==> config.mk <==
export PLATFORM = sky130hd
export DESIGN_NAME = cstc_top
export DESIGN_NICKNAME = d
export VERILOG_FILES = /design/src/hw/cstc_pkg.sv /design/src/hw/cstc_top.sv
export SDC_FILE = /design/constraint.sdc
export NUM_CORES = 1
export LEC_CHECK = 0
export ABC_AREA = 1
export BUFFER_PORTS_ARGS = -buffer_cell sky130_fd_sc_hd__buf_2
export CORE_MARGIN = 2
export CORE_UTILIZATION = 54
export DETAILED_ROUTE_END_ITERATION = 12
export HOLD_SLACK_MARGIN = 0.08
export PLACE_DENSITY = 0.75
export SETUP_SLACK_MARGIN = 0.2
export SLEW_MARGIN = 5
export SYNTH_ARGS = -nofsm -noshare
export SYNTH_HDL_FRONTEND = slang
export SYNTH_SLANG_ARGS = --single-unit
export TNS_END_PERCENT = 50
==> constraint.sdc <==
create_clock -name clk_i -period 2.75 [get_ports clk_i]
set_input_delay 0.825 -clock clk_i [delete_from_list [all_inputs] [get_ports clk_i]]
set_output_delay 0.825 -clock clk_i [all_outputs]
set_load 0.005 [all_outputs]
==> src/hw/cstc_pkg.sv <==
// Package for codec serial transmit control: register map, fields and types
package cstc_pkg;
    // Register byte addresses
    localparam logic [11:0] ADR_PIN_OUT_EN = 12'h2a0;
    localparam logic [11:0] ADR_PIN_IN_EN = 12'h2a4;
    localparam logic [11:0] ADR_SEL_LOW = 12'h2a8;
    localparam logic [11:0] ADR_SEL_HIGH = 12'h2ac;
    localparam logic [11:0] ADR_PIN_VAL = 12'h2b0;
    localparam logic [11:0] ADR_PIN_IN = 12'h2b4;
    localparam logic [11:0] ADR_TX_CTRL = 12'h2c0;
    localparam logic [11:0] ADR_TX_DATA = 12'h2c4;
    localparam logic [11:0] ADR_PAD = 12'h2c8;
    // Control field positions
    localparam int C_EN = 0;
    localparam int C_RUN = 1;
    localparam int C_FIFO = 2;
    localparam int C_DMA = 3;
    localparam int C_BUF1 = 4;
    localparam int C_BUF2 = 5;
    localparam int C_WID = 8;
    localparam int C_MONO = 10;
    localparam int C_FMT = 12;
    localparam int C_STAT = 24;
    localparam logic [1:0] WID_16 = 2'h1;
    localparam logic [2:0] FMT_ONE = 3'h0;
    localparam logic [2:0] FMT_TWO = 3'h3;
    localparam logic [2:0] FMT_HALF = 3'h4;
    localparam logic [2:0] FMT_QUAD = 3'h5;
    // Pin positions on the shared port
    localparam int PIN_W = 6;
    localparam int PIN_BCLK = 2;
    localparam int PIN_FRAME_SYNC_PIN = 3;
    localparam int PIN_SERIAL_OUTPUT_PIN = 5;
    // Transmit FIFO and shifter
    localparam int FIFO_DEPTH = 8;
    localparam int FIFO_AW = 3;
    localparam int LVL_W = 4;
    localparam int WORD_W = 16;
    localparam int SHIFT_W = 64;
    localparam logic [LVL_W-1:0] DMA_ROOM = 4'h6;
    localparam logic [31:0] RESET_WORD = 32'h0;

    typedef struct packed {
        logic [2:0] fmt;
        logic mono;
        logic [1:0] width;
        logic buf2;
        logic buf1;
        logic dma_en;
        logic fifo_en;
        logic run;
        logic en;
    } cstc_ctrl_t;

    typedef struct packed {
        logic [PIN_W-1:0] obe;
        logic [PIN_W-1:0] ibe;
        logic [PIN_W-1:0] sel0;
        logic [PIN_W-1:0] sel1;
        logic [PIN_W-1:0] val;
    } cstc_pins_t;
endpackage : cstc_pkg

==> src/hw/cstc_top.sv <==
// Codec serial transmit control with shared pin override, Wishbone slave
//
// The Wishbone interface to the registers was left to the implementer.
`timescale 1ns/1ps
module cstc_top (
    input wire logic clk_i,
    input wire logic rst_i,
    input wire logic wb_cyc_i,
    input wire logic wb_stb_i,
    input wire logic wb_we_i,
    input wire logic [11:0] wb_adr_i,
    input wire logic [3:0] wb_sel_i,
    input wire logic [31:0] wb_dat_i,
    output logic [31:0] wb_dat_o,
    output logic wb_ack_o,
    input wire logic [5:0] pin_i,
    output logic [5:0] pin_o,
    output logic [5:0] pin_oe_o,
    input wire logic dma_ack_i,
    input wire logic [15:0] dma_data_i,
    output logic dma_req_o,
    output logic [1:0] dma_buf_o,
    output logic dma_abort_o
);
    cstc_pkg::cstc_ctrl_t ctrl_reg;
    cstc_pkg::cstc_pins_t pins_reg;
    logic [31:0] pad_reg;
    logic [5:0] pin_meta_reg;
    logic [5:0] pin_sync_reg;
    logic [5:0] pin_in_reg;
    logic bclk_prev_reg;
    logic fs_prev_reg;
    logic [15:0] fifo_mem [cstc_pkg::FIFO_DEPTH];
    logic [2:0] wr_ptr_reg;
    logic [2:0] rd_ptr_reg;
    logic [3:0] level_reg;
    logic [63:0] shift_reg;
    logic [15:0] held_reg;
    logic buf_sel_reg;
    logic wb_req;
    logic [31:0] bm;
    logic [31:0] ctrl_word;
    logic [31:0] ctrl_next;
    logic [31:0] rd_data;
    logic bclk_fall;
    logic fs_fall;
    logic fs_rise;
    logic tx_live;
    logic fifo_pwr;
    logic dma_live;
    logic fifo_full;
    logic push_dma;
    logic push_sw;
    logic push;
    logic [15:0] push_data;
    logic [15:0] w0;
    logic [15:0] w1;
    logic [15:0] second;
    logic mono_eff;
    logic tw16;
    logic load;
    logic [63:0] load_val;
    logic [1:0] pop_cnt;
    logic [5:0] func_out;

    // Word in first slot, sent high bit first, then 32 pad bits, then zeros
    function automatic logic [63:0] pack1(input logic [15:0] w, input logic [31:0] p,
                                          input logic wide);
        pack1 = wide ? {w, p, 16'h0} : {w[7:0], p, 24'h0};
    endfunction : pack1

    function automatic logic [63:0] pack2(input logic [15:0] a, input logic [15:0] b,
                                          input logic [31:0] p, input logic wide);
        pack2 = wide ? {a, b, p} : {a[7:0], b[7:0], p, 16'h0};
    endfunction : pack2

    // Bus decode and byte-lane mask
    assign wb_req = wb_cyc_i & wb_stb_i & ~wb_ack_o;
    assign bm = {{8{wb_sel_i[3]}}, {8{wb_sel_i[2]}}, {8{wb_sel_i[1]}}, {8{wb_sel_i[0]}}};

    // Power and gating terms
    assign tx_live = ctrl_reg.en & ctrl_reg.run;
    assign fifo_pwr = ctrl_reg.fifo_en | ctrl_reg.en | ctrl_reg.dma_en;
    assign dma_live = ctrl_reg.en & ctrl_reg.dma_en & ctrl_reg.run;
    assign fifo_full = (level_reg == 4'(cstc_pkg::FIFO_DEPTH));
    assign tw16 = (ctrl_reg.width == cstc_pkg::WID_16);

    // Control word view; reserved bits stay zero, status only while powered
    always_comb begin
        ctrl_word = cstc_pkg::RESET_WORD;
        ctrl_word[cstc_pkg::C_EN] = ctrl_reg.en;
        ctrl_word[cstc_pkg::C_RUN] = ctrl_reg.run;
        ctrl_word[cstc_pkg::C_FIFO] = ctrl_reg.fifo_en;
        ctrl_word[cstc_pkg::C_DMA] = ctrl_reg.dma_en;
        ctrl_word[cstc_pkg::C_BUF1] = ctrl_reg.buf1;
        ctrl_word[cstc_pkg::C_BUF2] = ctrl_reg.buf2;
        ctrl_word[cstc_pkg::C_WID +: 2] = ctrl_reg.width;
        ctrl_word[cstc_pkg::C_MONO] = ctrl_reg.mono;
        ctrl_word[cstc_pkg::C_FMT +: 3] = ctrl_reg.fmt;
        ctrl_word[cstc_pkg::C_STAT +: 4] = fifo_pwr ? level_reg : 4'h0;
        ctrl_next = (ctrl_word & ~bm) | (wb_dat_i & bm);
    end

    // Read mux; unmapped addresses answer zero
    always_comb begin
        rd_data = cstc_pkg::RESET_WORD;
        unique case (wb_adr_i)
            cstc_pkg::ADR_PIN_OUT_EN: rd_data[5:0] = pins_reg.obe;
            cstc_pkg::ADR_PIN_IN_EN: rd_data[5:0] = pins_reg.ibe;
            cstc_pkg::ADR_SEL_LOW: rd_data[5:0] = pins_reg.sel0;
            cstc_pkg::ADR_SEL_HIGH: rd_data[5:0] = pins_reg.sel1;
            cstc_pkg::ADR_PIN_VAL: rd_data[5:0] = pins_reg.val;
            cstc_pkg::ADR_PIN_IN: rd_data[5:0] = pin_in_reg;
            cstc_pkg::ADR_TX_CTRL: rd_data = ctrl_word;
            cstc_pkg::ADR_PAD: rd_data = pad_reg;
            default: rd_data = cstc_pkg::RESET_WORD;
        endcase
    end

    // Single-cycle acknowledge, data registered with it
    always_ff @(posedge clk_i) begin
        if (rst_i) begin
            wb_ack_o <= 1'b0;
            wb_dat_o <= cstc_pkg::RESET_WORD;
        end else begin
            wb_ack_o <= wb_req;
            wb_dat_o <= wb_req ? rd_data : cstc_pkg::RESET_WORD;
        end
    end

    // Register writes; only bits 5:0 of pin registers exist
    always_ff @(posedge clk_i) begin
        if (rst_i) begin
            ctrl_reg <= '0;
            pins_reg <= '0;
            pad_reg <= cstc_pkg::RESET_WORD;
        end else if (wb_req && wb_we_i) begin
            unique case (wb_adr_i)
                cstc_pkg::ADR_PIN_OUT_EN: pins_reg.obe <= wb_sel_i[0] ? wb_dat_i[5:0] : pins_reg.obe;
                cstc_pkg::ADR_PIN_IN_EN: pins_reg.ibe <= wb_sel_i[0] ? wb_dat_i[5:0] : pins_reg.ibe;
                cstc_pkg::ADR_SEL_LOW: pins_reg.sel0 <= wb_sel_i[0] ? wb_dat_i[5:0] : pins_reg.sel0;
                cstc_pkg::ADR_SEL_HIGH: pins_reg.sel1 <= wb_sel_i[0] ? wb_dat_i[5:0] : pins_reg.sel1;
                cstc_pkg::ADR_PIN_VAL: pins_reg.val <= wb_sel_i[0] ? wb_dat_i[5:0] : pins_reg.val;
                cstc_pkg::ADR_PAD: pad_reg <= (pad_reg & ~bm) | (wb_dat_i & bm);
                cstc_pkg::ADR_TX_CTRL: begin
                    ctrl_reg.en <= ctrl_next[cstc_pkg::C_EN];
                    ctrl_reg.run <= ctrl_next[cstc_pkg::C_RUN];
                    ctrl_reg.fifo_en <= ctrl_next[cstc_pkg::C_FIFO];
                    ctrl_reg.dma_en <= ctrl_next[cstc_pkg::C_DMA];
                    ctrl_reg.buf1 <= ctrl_next[cstc_pkg::C_BUF1];
                    ctrl_reg.buf2 <= ctrl_next[cstc_pkg::C_BUF2];
                    ctrl_reg.width <= ctrl_next[cstc_pkg::C_WID +: 2];
                    ctrl_reg.mono <= ctrl_next[cstc_pkg::C_MONO];
                    ctrl_reg.fmt <= ctrl_next[cstc_pkg::C_FMT +: 3];
                end
                default: pad_reg <= pad_reg;
            endcase
        end
    end

    // Two-flop pin synchroniser; only the second stage feeds logic
    always_ff @(posedge clk_i) begin
        if (rst_i) begin
            pin_meta_reg <= 6'h00;
            pin_sync_reg <= 6'h00;
        end else begin
            pin_meta_reg <= pin_i;
            pin_sync_reg <= pin_meta_reg;
        end
    end

    // Input register shows a pin only while its buffer is enabled
    always_ff @(posedge clk_i) begin
        if (rst_i) begin
            pin_in_reg <= 6'h00;
        end else begin
            pin_in_reg <= pin_sync_reg & pins_reg.ibe;
        end
    end

    // Bit clock falling edge drives data; frame sync sampled there too
    assign bclk_fall = bclk_prev_reg & ~pin_sync_reg[cstc_pkg::PIN_BCLK];
    assign fs_fall = bclk_fall & fs_prev_reg & ~pin_sync_reg[cstc_pkg::PIN_FRAME_SYNC_PIN];
    assign fs_rise = bclk_fall & ~fs_prev_reg & pin_sync_reg[cstc_pkg::PIN_FRAME_SYNC_PIN];

    always_ff @(posedge clk_i) begin
        if (rst_i) begin
            bclk_prev_reg <= 1'b0;
            fs_prev_reg <= 1'b1; // Idle level of frame sync, so reset makes no false rise
        end else begin
            bclk_prev_reg <= pin_sync_reg[cstc_pkg::PIN_BCLK];
            if (bclk_fall) begin
                fs_prev_reg <= pin_sync_reg[cstc_pkg::PIN_FRAME_SYNC_PIN];
            end
        end
    end

    // FIFO fill: DMA beats software if both arrive together
    assign push_dma = dma_ack_i & dma_live & fifo_pwr & ~fifo_full;
    assign push_sw = wb_req & wb_we_i & (wb_adr_i == cstc_pkg::ADR_TX_DATA) & fifo_pwr
                     & ~fifo_full & ~push_dma & ctrl_reg.run;
    assign push = push_dma | push_sw;
    assign push_data = push_dma ? dma_data_i : wb_dat_i[15:0];

    // Frame loader: picks words and pop count per format
    always_comb begin
        w0 = (level_reg != 4'h0) ? fifo_mem[rd_ptr_reg] : 16'h0;
        w1 = (level_reg > 4'h1) ? fifo_mem[rd_ptr_reg + 3'h1] : 16'h0;
        mono_eff = ctrl_reg.mono & ((ctrl_reg.fmt == cstc_pkg::FMT_TWO) |
                   (ctrl_reg.fmt == cstc_pkg::FMT_HALF) | (ctrl_reg.fmt == cstc_pkg::FMT_QUAD));
        second = mono_eff ? w0 : w1;
        load = 1'b0;
        pop_cnt = 2'h0;
        load_val = 64'h0;
        if (tx_live && fs_fall) begin
            load = 1'b1;
            if (ctrl_reg.fmt == cstc_pkg::FMT_TWO || ctrl_reg.fmt == cstc_pkg::FMT_QUAD) begin
                load_val = pack2(w0, second, pad_reg, tw16);
                pop_cnt = mono_eff ? 2'h1 : 2'h2;
            end else if (ctrl_reg.fmt == cstc_pkg::FMT_HALF) begin
                load_val = pack1(w0, {pad_reg[31:16], 16'h0}, tw16);
                pop_cnt = 2'h1;
            end else begin
                load_val = pack1(w0, pad_reg, tw16);
                pop_cnt = 2'h1;
            end
        end else if (tx_live && fs_rise && ctrl_reg.fmt == cstc_pkg::FMT_HALF) begin
            load = 1'b1;
            load_val = pack1(mono_eff ? held_reg : w0, {pad_reg[15:0], 16'h0}, tw16);
            pop_cnt = mono_eff ? 2'h0 : 2'h1;
        end
        // Underrun: never pop more than is held
        if ({2'h0, pop_cnt} > level_reg) begin
            pop_cnt = level_reg[1:0];
        end
    end

    // FIFO storage
    always_ff @(posedge clk_i) begin
        if (push) begin
            fifo_mem[wr_ptr_reg] <= push_data;
        end
    end

    // FIFO pointers; transmit reset empties the FIFO
    always_ff @(posedge clk_i) begin
        if (rst_i || !ctrl_reg.run) begin
            wr_ptr_reg <= 3'h0;
            rd_ptr_reg <= 3'h0;
            level_reg <= 4'h0;
        end else begin
            wr_ptr_reg <= wr_ptr_reg + 3'(push);
            rd_ptr_reg <= rd_ptr_reg + 3'(pop_cnt);
            level_reg <= level_reg + 4'(push) - 4'(pop_cnt);
        end
    end

    // Shifter runs only while enabled and out of reset
    always_ff @(posedge clk_i) begin
        if (rst_i || !tx_live) begin
            shift_reg <= 64'h0;
            held_reg <= 16'h0;
        end else if (bclk_fall) begin
            shift_reg <= load ? load_val : {shift_reg[62:0], 1'b0};
            if (load && fs_fall) begin
                held_reg <= w0;
            end
        end
    end

    // Functional pin outputs; only serial data is produced here
    always_comb begin
        func_out = 6'h00;
        func_out[cstc_pkg::PIN_SERIAL_OUTPUT_PIN] = shift_reg[cstc_pkg::SHIFT_W-1];
    end

    // Per-pin source select and buffer enable
    for (genvar i = 0; i < cstc_pkg::PIN_W; i++) begin : g_pin
        always_ff @(posedge clk_i) begin
            if (rst_i) begin
                pin_o[i] <= 1'b0;
                pin_oe_o[i] <= 1'b0;
            end else begin
                pin_o[i] <= pins_reg.sel0[i] ? 1'b0 :
                            (pins_reg.sel1[i] ? pins_reg.val[i] : func_out[i]);
                pin_oe_o[i] <= pins_reg.obe[i];
            end
        end
    end

    // DMA request and buffer choice; alternates when both enabled
    always_ff @(posedge clk_i) begin
        if (rst_i) begin
            dma_req_o <= 1'b0;
            dma_buf_o <= 2'h0;
            dma_abort_o <= 1'b0;
            buf_sel_reg <= 1'b0;
        end else begin
            dma_req_o <= dma_live & (ctrl_reg.buf1 | ctrl_reg.buf2) & (level_reg < cstc_pkg::DMA_ROOM);
            dma_abort_o <= ~ctrl_reg.run & ctrl_reg.dma_en;
            if (!dma_live) begin
                buf_sel_reg <= 1'b0;
            end else if (push_dma && ctrl_reg.buf1 && ctrl_reg.buf2) begin
                buf_sel_reg <= ~buf_sel_reg;
            end
            if (!dma_live) begin
                dma_buf_o <= 2'h0;
            end else if (ctrl_reg.buf1 && ctrl_reg.buf2) begin
                dma_buf_o <= buf_sel_reg ? 2'h2 : 2'h1;
            end else begin
                dma_buf_o <= {ctrl_reg.buf2, ctrl_reg.buf1};
            end
        end
    end

    // Checks
    property p_txrst_clear;
        @(posedge clk_i) disable iff (rst_i) !ctrl_reg.run |=> level_reg == 4'h0;
    endproperty
    a_txrst_clear: assert property (p_txrst_clear) else $error("FIFO not cleared in reset");
    property p_tx_off;
        @(posedge clk_i) disable iff (rst_i) !ctrl_reg.en [*2] |=> !pin_o[cstc_pkg::PIN_SERIAL_OUTPUT_PIN]
            || pins_reg.sel1[cstc_pkg::PIN_SERIAL_OUTPUT_PIN] || $past(pins_reg.sel1[cstc_pkg::PIN_SERIAL_OUTPUT_PIN]);
    endproperty
    a_tx_off: assert property (p_tx_off) else $error("Serial data while disabled");
    property p_pin_val;
        @(posedge clk_i) disable iff (rst_i) (!pins_reg.sel0[0] && pins_reg.sel1[0])
            |=> pin_o[0] == $past(pins_reg.val[0]);
    endproperty
    a_pin_val: assert property (p_pin_val) else $error("Pin not driven from value");
    property p_pin_test;
        @(posedge clk_i) disable iff (rst_i) pins_reg.sel0[1] |=> !pin_o[1];
    endproperty
    a_pin_test: assert property (p_pin_test) else $error("Test pin driven");
    property p_in_gate;
        @(posedge clk_i) disable iff (rst_i) ##1 !$past(pins_reg.ibe[4]) |-> !pin_in_reg[4];
    endproperty
    a_in_gate: assert property (p_in_gate) else $error("Input seen with buffer off");
    property p_dma_gate;
        @(posedge clk_i) disable iff (rst_i) ##1 dma_req_o |-> $past(ctrl_reg.en && ctrl_reg.dma_en);
    endproperty
    a_dma_gate: assert property (p_dma_gate) else $error("DMA without enables");
    property p_buf_gate;
        @(posedge clk_i) disable iff (rst_i) dma_buf_o[0] |-> $past(ctrl_reg.buf1 && ctrl_reg.dma_en);
    endproperty
    a_buf_gate: assert property (p_buf_gate) else $error("Buffer one without enable");
    property p_fifo_refuse;
        @(posedge clk_i) disable iff (rst_i) (!fifo_pwr && ctrl_reg.run) |=> level_reg == $past(level_reg);
    endproperty
    a_fifo_refuse: assert property (p_fifo_refuse) else $error("Unpowered FIFO written");
    property p_reserved;
        @(posedge clk_i) disable iff (rst_i) wb_ack_o && $past(wb_adr_i == cstc_pkg::ADR_SEL_HIGH)
            |-> wb_dat_o[31:6] == 26'h0;
    endproperty
    a_reserved: assert property (p_reserved) else $error("Reserved bits nonzero");
    property p_reset_zero;
        @(posedge clk_i) rst_i |=> ctrl_reg == '0 && pins_reg == '0;
    endproperty
    a_reset_zero: assert property (p_reset_zero) else $error("Control not zero after reset");
    c_frame: cover property (@(posedge clk_i) disable iff (rst_i) tx_live && fs_fall && load);
    c_mono: cover property (@(posedge clk_i) disable iff (rst_i) fs_fall && mono_eff && tx_live);
    c_dma: cover property (@(posedge clk_i) disable iff (rst_i) push_dma);
    c_split: cover property (@(posedge clk_i) disable iff (rst_i) tx_live && fs_rise && load);
endmodule : cstc_top

==> impl_metrics.toml <==
[yosys]
synth_edf_count = 128
synth.distinct_cells = 55
syn_nets = 2445
yosysTopAreaCell = "dfxtp_1"
synthFlopType = "dfxtp_1"
synth_most_common_cell = "nand2_1"
syn_area_um2 = 18230
ys_ff_latch = 362
async_flop_share_pct = 0
syn_inst = 2352
postSynthAreaPerCell_um2 = 7.751
ys_warn_count = 0
synth_common_cells = "nand2_1 (545), inv_1 (256), dfxtp_1 (234)"
seq_area_frac_synth_pct = 46.78
synth_area_leaders = "dfxtp_1 (26%), edfxtp_1 (21%), nand2_1 (11%), nand3_1 (5.6%), inv_1 (5.3%)"
yosys.area.top_type_share_pct = 25.70

[sta]
drv_slew = 0
setup_tns_ps = -693.0
rsz0062_at_grt = "yes"
fin_ws_ps = -193.7
setup_viol = 5
fmax_mhz = 339.7
clock_skew_ps = 12.65
hold_viol_final = 0
period_minus_slack_ps = 2944
period_share_pct = 107.0
tightest_slew_ps = 1009
slew_headroom_pct = 32.02

[setup_path]
crit_required_ps = 3170
critPathBufInv = 6
cpPeakStageDelay_ps = 510
ff2ff_setup_slack_ps = -190
critical_path.max_fanout = 4
critPathSlowestCell = "fa_2"
worstSetupEndpointType = "flop"
path_class = "flop to flop"
worstPathArrival_ps = 3360
critPathLaunchType = "flop"
cp_top_family = "adder cells"
worstPathCellList = "inv_2 > buf_6 > nand3_4 > inv_4 > nand4_4 > o21ai_4 > nand2_2 > ha_4 > nand2_2 > o211ai_1 > buf_4 > nor2_4 > a21oi_4 > ha_4 > inv_2 > ha_4 > inv_2 > fa_2 > nor2_1"

[grt]
antenna_found_initial = 2
grt_use_met3_pct = 5.708
grt_pass1_vias = 16620
grt_usage_pct = 32.54
grt_pass1_wl_um = 90360
grt_max_degree = 96
met1_usage_pct = 42.52
busiest_layer = "met2"
use_met2_pct = 51.48
overflow = 0

[detailed_routing]
wl_um = 58090
post-route-drc-count = 0
drt-pass1-iter-count = 6
vias = 17350
drt-wirelength-per-cell_um = 19.54
via_per_inst = 5.837
drtIter0Drc = 2258
ant_nets = 0

[power]
p_per_area_nw_per_um2 = 511.4
switching_share_pct = 21.32
internal_power_w = 0.008525
power_frac_comb_pct = 2.5
p_leak_nw = 8.424
seqPwrFrac_pct = 51.2
power.share.clock_pct = 46.3
p_total_w = 0.01083
ir_drop_uv = 504.5
power_switching_w = 0.002310

[placed_design]
dp.cells = 2889
hpwlAfterDp_um = 40660
io_buffers = 124
gp_congestion = 1.004
placedInstanceArea_um2 = 19640

[floorplan]
core_um2 = 33360
io_pins = 125
initial_core_util_pct = 54.64
fp.dieW_um = 187.7
die-area_um2 = 35240
rows = 67
die_y_um = 187.7

[run]
drv_cap = 0

[cells_and_area]
drive_above_1_share_pct = 17.39
fillers = 2867
fin_nets = 2589
syn_to_final_growth_pct = 16.22
fin_cells = 2973
final_util_pct = 63.50
design_area_um2 = 21190

[run_status]
violations = "setup timing"
status = "finished with violations"

[clock_network]
h-tree-depth = 2
insertion_delay_ps = 530
clockRootBuffer = "clkbuf_16"
cts_buffer_depth = 3
cts_buffers = 38
clkTransAtPathRegs_ps = 60
cts_tree = "done"
clock-sinks = 362

[hold_path]
hold_class = "flop to flop"
hp-start = "pin_meta_reg[0]"
[metal layers]
metal	vias to the layer above	wire length [um]	part of all wire (%)
li1	8126	-	-
met2	991	25900	45
met3	224	5866	10
met4	2	3460	6.0
met5	-	7	0.012
met1	8009	22850	39
[power groups by stage]
stage	clock (W)	sequential [W]	combinational (W)
floorplan	0	0.00566	0.000107
global placement	0	0.00566	0.000259
detailed placement	0	0.00566	0.000262
CTS	0.00503	0.00555	0.000264
global route	0.00525	0.00554	0.000287
finish	0.00502	0.00555	0.000272
[tightest hold or removal path, cell delays in order (launching register included)]
cell	delay [ps]
dfxtp_1	290
inv_1	40
nor2_1	30
[cells in the final DEF, fill, tap and decap left out, types with 5 or more instances in the layout]
cell,n
o221ai_1,5
a32oi_1,11
a211oi_2,37
nand2_2,11
nand2_4,8
ha_4,8
nor2_1,200
inv_2,21
buf_6,7
nor3_1,27
a21oi_1,165
clkbuf_16,41
o22ai_1,27
nor2_4,8
clkinv_2,5
nand4_1,21
dfxtp_2,5
inv_1,248
nand3_4,5
a31oi_1,18
o21ai_1,24
nor4_1,6
nor2_2,7
ha_1,7
dfxtp_1,227
clkbuf_1,10
o21ai_0,150
buf_12,6
nand2_1,536
clkinv_1,5
nand3_1,205
buf_2,123
a211oi_1,21
mux2i_1,6
o21bai_1,7
edfxtp_1,128
buf_4,111
o211ai_1,22
[final cells by class]
| class | count | area (um^2) | area share, % |
|---|---|---|---|
| clock inverter | 14 | 103.9 | 0.4902 |
| sequential | 362 | 8542 | 40.32 |
| clock buffer | 54 | 1105 | 5.215 |
| timing repair buffer | 247 | 1648 | 7.778 |
| inverter | 278 | 1079 | 5.091 |
| tap | 448 | 560.5 | 2.646 |
| multi-input combinational | 1569 | 8147 | 38.45 |
| antenna | 1 | 2.502 | 0.01181 |
[kinds of logic (layout without fill, tap and decap cells)]
kind of cell	count (synthesis)	after routing	share of synthesized area (%)
AOI/OAI and AO/OA	498	498	16.73
other	0	1	0
xor gates and xnor gates	4	4	0.2952
DFF	362	362	46.78
and+or+nand+nor	1044	1044	24.80
adders and majority gates	17	17	1.249
muxes	6	6	0.3295
buffers and inverters	421	593	9.815
[through the flow]
stage	hold slack [ps]	worst slack [ps]
5_1_grt	415.0	-334.8
2_1_floorplan	388.3	-190.0
3_3_place_gp	390.7	-173.9
6_report	401.3	-193.7
3_5_place_dp	398.6	-338.7
4_1_cts	406.2	-167.6
[repair_timing]
action,4_1_cts,5_1_grt
endpoints found under the setup margin,6,111
hold buffers,0,0
pin swaps,22,21
gates resized for setup,29,33
setup buffers,10,5
[path summary, 6_finish.rpt]
check	endpoint	cells past startpoint
worst min register to register	pin_sync_reg[0]	2
worst max-delay path	level_reg[1]	19
worst min-delay path	pin_sync_reg[0]	2
worst max register to register	level_reg[1]	19
(Power assumes the default switching activity.)
